`src/hw/hmc_params.svh`:
```
// Constants for the harvester mode controller
// Summary of operation
// Cold-start detect moves sleep into wake-up
// Wake-up keeps regulators off, ready low
// Ramp both rails, then boost to overcharge
// Route source to cold-start module until 2.2V
// Board shorts module output to source if absent
// Charging storage modulates switch, regulators off
// Charge-ready in wake-up enters normal, ready high
// Already charged storage skips charging phase
// Normal mode regulators follow own enables
// Enables driven dynamically or tied statically
// Stay normal between overdischarge and overcharge
// Above overcharge from normal enters overvoltage
// Below overdischarge: primary if cell, else shutdown
// Strap pins are tied statically
// Primary available when divided voltage exceeds threshold
// Primary mode warns, returns normal at charge-ready
// Shutdown warns, returns or sleeps after 600 ms
// Overvoltage runs boost intermittently, regulators available
// Synchronised flags; reset enters deep sleep
// Ready and gating are registered outputs
`ifndef HMC_PARAMS_SVH
`define HMC_PARAMS_SVH
`define HMC_ADDR_STATUS 8'h00
`define HMC_ADDR_TCRIT 8'h04
`define HMC_ADDR_STRAP 8'h08
`define HMC_ADDR_FLAGS 8'h0C
`define HMC_TCRIT_MS 600
`define HMC_CLK_KHZ 100000
`define HMC_TCRIT_CYC (`HMC_TCRIT_MS * `HMC_CLK_KHZ)
`define HMC_SYNC_W 15
`define HMC_FLAG_W 9
`define HMC_STRAP_W 6
`define HMC_MODE_W 8
`define HMC_GATE_W 10
`define HMC_ST_GATE_LSB 8
`define HMC_HTRANS_BIT 1
`define HMC_GATE_RST 10'h020
`endif

```
`src/hw/hmc_pkg.sv`:
```
// Types for the harvester mode controller
package hmc_pkg;
    typedef enum logic [7:0] {
        MD_SLEEP = 8'b0000_0001,
        MD_WRAMP = 8'b0000_0010,
        MD_WBOOST = 8'b0000_0100,
        MD_WCHARGE = 8'b0000_1000,
        MD_NORMAL = 8'b0001_0000,
        MD_OVERV = 8'b0010_0000,
        MD_PRIMARY = 8'b0100_0000,
        MD_SHUTDN = 8'b1000_0000
    } hmc_mode_t;
    typedef struct packed {
        logic [2:0] profile;
        logic [1:0] mpp_ratio_select;
        logic coldstart_source_select;
        logic coldstart_ok;
        logic rails_2v2;
        logic boost_ovch;
        logic storage_node_chrdy;
        logic storage_node_ovch;
        logic storage_node_ovdis;
        logic prim_avail;
        logic low_rail_enable;
        logic high_rail_enable;
    } hmc_in_t;
    typedef struct packed {
        logic ready;
        logic warning;
        logic low_rail_on;
        logic high_rail_on;
        logic coldstart_route;
        logic boost_run;
        logic buck_run;
        logic storage_switch_mod;
        logic storage_switch_on;
        logic prim_switch;
    } hmc_gate_t;
endpackage

```
`src/hw/hmc_top.sv`:
```
// Mode sequencer with AHB-Lite register slave
`timescale 1ns/1ps
`include "hmc_params.svh"
module hmc_top #(
    parameter int unsigned TCRIT_CYCLES = `HMC_TCRIT_CYC
) (
    // Clock and reset
    input wire logic clk_i,
    input wire logic rstn_i,
    // Comparator flags from the analog side
    input wire logic coldstart_ok_i,
    input wire logic rails_2v2_i,
    input wire logic boost_ovch_i,
    input wire logic storage_node_chrdy_i,
    input wire logic storage_node_ovch_i,
    input wire logic storage_node_ovdis_i,
    input wire logic prim_avail_i,
    // Enables from the system controller
    input wire logic low_rail_enable_i,
    input wire logic high_rail_enable_i,
    // Strap pins
    input wire logic [2:0] profile_i,
    input wire logic [1:0] mpp_ratio_select_i,
    input wire logic coldstart_source_select_i,
    // Gating and status outputs
    output logic ready_o,
    output logic warning_o,
    output logic low_rail_enable_o,
    output logic high_rail_enable_o,
    output logic coldstart_route_o,
    output logic boost_run_o,
    output logic buck_run_o,
    output logic storage_switch_mod_o,
    output logic storage_switch_o,
    output logic prim_switch_o,
    // AHB-Lite slave
    input wire logic hsel_i,
    input wire logic [31:0] haddr_i,
    input wire logic [1:0] htrans_i,
    input wire logic hwrite_i,
    input wire logic [2:0] hsize_i,
    input wire logic [31:0] hwdata_i,
    input wire logic hready_i,
    output logic [31:0] hrdata_o,
    output logic hreadyout_o,
    output logic hresp_o
);
    if (TCRIT_CYCLES == 0) begin : g_bad_tcrit
        $error("TCRIT_CYCLES must be at least one");
    end

    // Two-stage synchroniser on every flag, enable and strap input
    logic [`HMC_SYNC_W-1:0] meta_reg, sync_reg;
    always_ff @(posedge clk_i or negedge rstn_i) begin
        if (!rstn_i) begin
            meta_reg <= '0;
            sync_reg <= '0;
        end else begin
            meta_reg <= {profile_i, mpp_ratio_select_i, coldstart_source_select_i,
                         coldstart_ok_i, rails_2v2_i, boost_ovch_i, storage_node_chrdy_i,
                         storage_node_ovch_i, storage_node_ovdis_i, prim_avail_i,
                         low_rail_enable_i, high_rail_enable_i};
            sync_reg <= meta_reg;
        end
    end
    hmc_pkg::hmc_in_t in_s;
    assign in_s = hmc_pkg::hmc_in_t'(sync_reg);

    // Mode sequencer state
    hmc_pkg::hmc_mode_t mode_reg, mode_next;
    hmc_pkg::hmc_gate_t gate_reg, gate_next;
    logic [31:0] crit_cnt_reg, crit_cnt_next;
    logic [31:0] crit_lim_reg;
    logic crit_done;
    assign crit_done = (crit_cnt_reg >= crit_lim_reg - 32'h0000_0001);

    always_comb begin
        mode_next = mode_reg;
        case (mode_reg)
            hmc_pkg::MD_SLEEP: begin
                if (in_s.coldstart_ok) mode_next = hmc_pkg::MD_WRAMP;
            end
            hmc_pkg::MD_WRAMP: begin
                if (in_s.rails_2v2) mode_next = hmc_pkg::MD_WBOOST;
            end
            hmc_pkg::MD_WBOOST: begin
                if (in_s.boost_ovch) begin
                    mode_next = in_s.storage_node_chrdy ? hmc_pkg::MD_NORMAL : hmc_pkg::MD_WCHARGE;
                end
            end
            hmc_pkg::MD_WCHARGE: begin
                if (in_s.storage_node_chrdy) mode_next = hmc_pkg::MD_NORMAL;
            end
            hmc_pkg::MD_NORMAL: begin
                // Low storage outranks overcharge if both flags glitch high
                if (in_s.storage_node_ovdis) begin
                    mode_next = in_s.prim_avail ? hmc_pkg::MD_PRIMARY : hmc_pkg::MD_SHUTDN;
                end else if (in_s.storage_node_ovch) begin
                    mode_next = hmc_pkg::MD_OVERV;
                end else begin
                    mode_next = hmc_pkg::MD_NORMAL;
                end
            end
            hmc_pkg::MD_OVERV: begin
                if (!in_s.storage_node_ovch) mode_next = hmc_pkg::MD_NORMAL;
            end
            hmc_pkg::MD_PRIMARY: begin
                if (in_s.storage_node_chrdy) mode_next = hmc_pkg::MD_NORMAL;
            end
            hmc_pkg::MD_SHUTDN: begin
                if (in_s.storage_node_chrdy) begin
                    mode_next = hmc_pkg::MD_NORMAL;
                end else if (crit_done) begin
                    mode_next = hmc_pkg::MD_SLEEP;
                end
            end
            default: mode_next = hmc_pkg::MD_SLEEP;
        endcase
        crit_cnt_next = (mode_reg == hmc_pkg::MD_SHUTDN && mode_next == hmc_pkg::MD_SHUTDN)
                        ? crit_cnt_reg + 32'h0000_0001 : 32'h0000_0000;
    end

    // Gating follows the next mode so outputs move on the same edge as the mode
    logic nx_ready;
    always_comb begin
        nx_ready = (mode_next == hmc_pkg::MD_NORMAL) || (mode_next == hmc_pkg::MD_OVERV) ||
                   (mode_next == hmc_pkg::MD_PRIMARY) || (mode_next == hmc_pkg::MD_SHUTDN);
        gate_next.ready = nx_ready;
        gate_next.warning = (mode_next == hmc_pkg::MD_PRIMARY) ||
                            (mode_next == hmc_pkg::MD_SHUTDN);
        gate_next.low_rail_on = nx_ready && in_s.low_rail_enable;
        gate_next.high_rail_on = nx_ready && in_s.high_rail_enable;
        gate_next.coldstart_route = (mode_next == hmc_pkg::MD_SLEEP) ||
                                    (mode_next == hmc_pkg::MD_WRAMP);
        // Boost idles in overvoltage; re-entry from normal makes it intermittent
        gate_next.boost_run = (mode_next != hmc_pkg::MD_SLEEP) &&
                              (mode_next != hmc_pkg::MD_OVERV);
        gate_next.buck_run = (mode_next == hmc_pkg::MD_WRAMP) || nx_ready;
        gate_next.storage_switch_mod = (mode_next == hmc_pkg::MD_WCHARGE);
        gate_next.storage_switch_on = (mode_next == hmc_pkg::MD_NORMAL) ||
                                      (mode_next == hmc_pkg::MD_OVERV) ||
                                      (mode_next == hmc_pkg::MD_SHUTDN);
        gate_next.prim_switch = (mode_next == hmc_pkg::MD_PRIMARY);
    end

    always_ff @(posedge clk_i or negedge rstn_i) begin
        if (!rstn_i) begin
            mode_reg <= hmc_pkg::MD_SLEEP;
            // Reset is deep sleep, so the source stays routed to the cold-start input
            gate_reg <= hmc_pkg::hmc_gate_t'(`HMC_GATE_RST);
            crit_cnt_reg <= 32'h0000_0000;
        end else begin
            mode_reg <= mode_next;
            gate_reg <= gate_next;
            crit_cnt_reg <= crit_cnt_next;
        end
    end

    assign ready_o = gate_reg.ready;
    assign warning_o = gate_reg.warning;
    assign low_rail_enable_o = gate_reg.low_rail_on;
    assign high_rail_enable_o = gate_reg.high_rail_on;
    assign coldstart_route_o = gate_reg.coldstart_route;
    assign boost_run_o = gate_reg.boost_run;
    assign buck_run_o = gate_reg.buck_run;
    assign storage_switch_mod_o = gate_reg.storage_switch_mod;
    assign storage_switch_o = gate_reg.storage_switch_on;
    assign prim_switch_o = gate_reg.prim_switch;

    // AHB-Lite slave, zero wait states
    logic wr_pend_reg, wr_pend_next;
    logic [7:0] wr_addr_reg, wr_addr_next;
    logic [31:0] rdata_reg, rdata_next;
    logic [31:0] crit_lim_next;
    logic accept;
    assign accept = hsel_i && hready_i && htrans_i[`HMC_HTRANS_BIT];

    always_comb begin
        wr_pend_next = accept && hwrite_i;
        wr_addr_next = haddr_i[7:0];
        rdata_next = rdata_reg;
        crit_lim_next = crit_lim_reg;
        if (wr_pend_reg && wr_addr_reg == `HMC_ADDR_TCRIT) begin
            // A zero limit would wrap to the longest wait, so it is held at one
            crit_lim_next = (hwdata_i == 32'h0000_0000) ? 32'h0000_0001 : hwdata_i;
        end
        if (accept && !hwrite_i) begin
            case (haddr_i[7:0])
                `HMC_ADDR_STATUS: begin
                    rdata_next = {14'h0000, gate_reg, mode_reg};
                end
                `HMC_ADDR_TCRIT: rdata_next = crit_lim_reg;
                `HMC_ADDR_STRAP: begin
                    rdata_next = {26'h000_0000, in_s.profile, in_s.mpp_ratio_select,
                                  in_s.coldstart_source_select};
                end
                `HMC_ADDR_FLAGS: rdata_next = {23'h00_0000, sync_reg[`HMC_FLAG_W-1:0]};
                default: rdata_next = 32'h0000_0000;
            endcase
        end
    end

    always_ff @(posedge clk_i or negedge rstn_i) begin
        if (!rstn_i) begin
            wr_pend_reg <= 1'b0;
            wr_addr_reg <= 8'h00;
            rdata_reg <= 32'h0000_0000;
            crit_lim_reg <= TCRIT_CYCLES;
        end else begin
            wr_pend_reg <= wr_pend_next;
            wr_addr_reg <= wr_addr_next;
            rdata_reg <= rdata_next;
            crit_lim_reg <= crit_lim_next;
        end
    end

    assign hrdata_o = rdata_reg;
    assign hreadyout_o = 1'b1;
    assign hresp_o = 1'b0;
endmodule // hmc_top

```
`config.mk`:
```
export PLATFORM = sky130hd
export DESIGN_NAME = hmc_top
export DESIGN_NICKNAME = d
export VERILOG_FILES = /design/src/hw/hmc_pkg.sv /design/src/hw/hmc_top.sv
export VERILOG_INCLUDE_DIRS = /design/src /design/src/hw
export SDC_FILE = /design/constraint.sdc
export NUM_CORES = 1
export LEC_CHECK = 0
export BUFFER_PORTS_ARGS = -buffer_cell sky130_fd_sc_hd__buf_2
export CAP_MARGIN = 20
export CORE_MARGIN = 10
export CORE_UTILIZATION = 40
export DETAILED_ROUTE_END_ITERATION = 8
export PLACE_DENSITY = 0.69
export SYNTH_ARGS = -nofsm -noshare
export SYNTH_HDL_FRONTEND = slang
export SYNTH_SLANG_ARGS = --single-unit
```
`constraint.sdc`:
```
create_clock -name clk_i -period 6.55 [get_ports clk_i]
set_input_delay 1.31 -clock clk_i [delete_from_list [all_inputs] [get_ports clk_i]]
set_output_delay 1.31 -clock clk_i [all_outputs]
set_load 0.005 [all_outputs]
```
==> metrics.md <==
| Metric | Value |
|---|---|
| Status | completed |
| 1st-iter DRT viols | 369 |
| Die area | 24400 sq um |
| Count leader, synth | dfrtp_1 |
| Leak | 3.93 nW |
| IO buf count | 102 |
| Share of cells above drive strength 1 | 0.263 |
| Final setup viols | 0 |
| First-pass GRT wire length | 28.2 mm |
| Synth Area in Adders | 0.0573 |
| Mapped Nets | 785 |
| Grt total ovfl | 0 |
| Fin. Hold Viols | 0 |
| Combinational cell fraction of total power | 0.102 |
| Horiz. Die Dim | 156 um |
| Overall global routing resource usage | 0.145 |
| CTS Hold Bufs | 0 |
| Router iterations before antenna repair | 4 |
| Worst-path fanout max | 32 |
| R2R Path End | crit_cnt_reg[9]$_DFF_PN0_ |
| Htree depth | 4 |
| Pwr dens | 258 nW/um^2 |
| Worst endpoint required time | 6.84 ns |
| Synth Area in Compound Gates | 0.0646 |
| Worst r2r src | crit_lim_reg[19]$_DFFE_PN0P_ |
| Hold_sp | meta_reg[3]$_DFF_PN0_ |
| Clock sink count | 153 |
| Initial Util | 0.410 |
| Area of the core | 18100 sq um |
| Cts repair resizes | 0 |
| Avg Cell Area, Syn | 11.2 sq um |
| Setup Buffers After CTS | 0 |
| Sequential area share after synthesis | 0.518 |
| Post-synthesis cell area | 7420 sq um |
| Synth Instances | 662 |
| Startpoint Class | flip-flop |
| Final-stage net count | 881 |
| Post-DP HPWL | 13.1 mm |
| Peak supply drop | 0.316 mV |
| Area added between synthesis and finish | 17.5% |
| FMAX | 215 MHz |
| Post-synthesis mux area share | 0.0842 |
| Met3 WL | 812 um |
| CP arrival | 4.95 ns |
| Top post-synthesis cells by area | dfrtp_1, ha_1, mux2_2 |
| FILL cells | 1637 |
| Dpl cell area | 8130 sq um |
| EDFF count, synth | 0 |
| CTS root buf | clkbuf_16 |
| NetSw | 0.000568 W |
| Met2 WL | 8.27 mm |
| Crit end category | flip-flop |
| Most used DFF post-synth | dfrtp_1 |
| Highest routed layer | met4 |
| YS warnings | 0 |
| Wl on met1 | 8.15 mm |
| Via count | 5286 |
| Clock network power share | 0.431 |
| Max clock buf depth | 2 |
| Synth area leader | dfrtp_1 |
| Distinct cells, synth | 54 |
| Synth top cells by count | dfrtp_1, nor2_1, nand2_1, xnor2_1, ha_1 |
| Worst R2R Path Depth | 14 |
| Worst skew pair latency | 0.43 ns |
| Max-slew violation count | 0 |
| Clk slew on worst S/H paths | 0.06 ns |
| Routed wire length | 17.5 mm |
| ANT nets after route | 0 |
| Switching Share | 0.252 |
| Worst-Margin Slew | 0.850 ns |
| XOR/XNOR Fraction of Synth Area | 0.0744 |
| Simple-gate share of the synthesized area | 0.175 |
| Die height | 156 um |
| Io pins | 133 |
| Int Pwr | 0.00168 W |
| CTS tree | done |
| Initial antenna violation count | 0 |
| Clock Skews | 0.0106 ns |
| Final Instance Area | 8720 sq um |
| Vias in the first global route | 5277 |
| Worst Hold End | in_s[3]$_DFF_PN0_ |
| Main combinational cell family by area after synthesis | simple AND/OR/NAND/NOR gates |
| Hold Crit Class | flip-flop to flip-flop |
| Global placement routability congestion | 0.906 |
| Drt wl/cell | 17.5 um |
| FF-to-FF setup slack | 1.89 ns |
| # rows | 49 |
| Max cap viols | 0 |
| RSZ-0062 raised after global routing | false |
| Largest net degree at the start of global routing | 95 |
| # diodes | 0 |
| #FFs+latches synth | 153 |
| Hold depth | 0 |
| Setup TNS | 0 ns |
| Clock period minus final worst setup slack | 4.66 ns |
| Inserted Clock Buffers | 17 |
| Share of power burned in registers | 0.467 |
| Tcrit/Tclk final | 0.712 |
| Worst slew margin | 0.428 |
| CP Class | flip-flop to flip-flop |
| Vias per cell | 5.29 |
| Top cell type's share of synthesized area | 0.476 |
| Post-synth ARST share | 1.00 |
| DR DRC count | 0 |
-- worst max-delay path, stage by stage (launching register included) --
cell      delay, ns
dfrtp_1        0.47
or4_1          0.62
nor3_1         0.26
nor4b_1        0.52
nor3b_2        0.41
nand2_1        0.11
xor2_1         0.16
ha_1           0.31
nand4_1        0.14
nor4_1         0.46
a221oi_1       0.16
o211ai_1       0.22
a211o_1        0.23
buf_4          0.35
nor2_1         0.11
-- power groups by stage --
stage / Sequential [W] / Combinational, W / Clock [W]
global route: 0.00105 / 0.000254 / 0.00103
global placement: 0.00106 / 0.000226 / 0
finish: 0.00105 / 0.000229 / 0.000969
detailed placement: 0.00106 / 0.000230 / 0
CTS: 0.00105 / 0.000232 / 0.000990
floorplan: 0.00104 / 0.000151 / 0
-- how the worst max path moves through the flow --
| stage | cells past startpoint | end | slack, ns | from |
|---|---|---|---|---|
| after global placement | 13 | crit_cnt_reg[9]$_DFF_PN0_ | 2.05 | crit_lim_reg[3]$_DFFE_PN0P_ |
| after detailed placement | 14 | crit_cnt_reg[2]$_DFF_PN0_ | 1.90 | crit_lim_reg[19]$_DFFE_PN0P_ |
| after floorplan | 16 | crit_cnt_reg[10]$_DFF_PN0_ | 2.50 | crit_lim_reg[3]$_DFFE_PN0P_ |
| after global routing | 14 | crit_cnt_reg[21]$_DFF_PN0_ | 1.56 | crit_lim_reg[19]$_DFFE_PN0P_ |
| after CTS | 14 | crit_cnt_reg[9]$_DFF_PN0_ | 1.84 | crit_lim_reg[19]$_DFFE_PN0P_ |
| final | 14 | crit_cnt_reg[9]$_DFF_PN0_ | 1.89 | crit_lim_reg[19]$_DFFE_PN0P_ |
-- metal layers --
metal	vias up	track usage
met3	20	0.0403
met1	2601	0.189
li1	2547	-
met5	-	0
met2	118	0.229
met4	0	0.0463
-- placed cells by master, fill, tap and decap left out, types with 14 or more instances in the layout --
master,synthesis,final
dfrtp_1,141,141
mux2i_1,14,14
nand2_1,42,42
inv_1,17,17
ha_1,34,34
xnor2_1,38,38
nor4_1,17,17
a22o_1,15,15
mux2_2,31,31
nor2_1,66,66
nand3_1,16,16
clkbuf_16,0,17
o21ai_0,32,32
xor2_1,25,25
buf_2,2,101
nor3_1,17,17
-- cell type report --
| cell class | instances | area, sq um | area share |
|---|---|---|---|
| clock inverters | 13 | 144 | 0.0165 |
| well taps | 229 | 287 | 0.0329 |
| multi-input cells | 463 | 3390 | 0.389 |
| flip-flops and latches | 153 | 3840 | 0.441 |
| clock buffers | 19 | 443 | 0.0508 |
| repair buffers | 106 | 547 | 0.0627 |
| inverters | 17 | 63.8 | 0.00732 |
-- metrics by stage --
stage	hold slack, ns	util	instances	worst slack [ns]	total power (W)
3_3_place_gp	0.332	0.449	968	2.05	0.00129
2_1_floorplan	0.331	-	662	2.50	0.00119
6_report	0.348	0.482	1000	1.89	0.00225
4_1_cts	0.349	0.482	1000	1.84	0.00227
3_5_place_dp	0.335	0.449	968	1.90	0.00129
5_1_grt	0.355	0.482	1000	1.56	0.00234
-- cell families (layout without fill, tap and decap cells) --
family,count (synthesis),in the layout
and+or+nand+nor,239,239
DFF,153,153
AOI/OAI and AO/OA,74,74
xor gates and xnor gates,63,63
muxes,51,51
buffers and inverters,46,155
adders and majority gates,34,34
other,2,2
No activity file was read; power rests on OpenSTA's default activity.
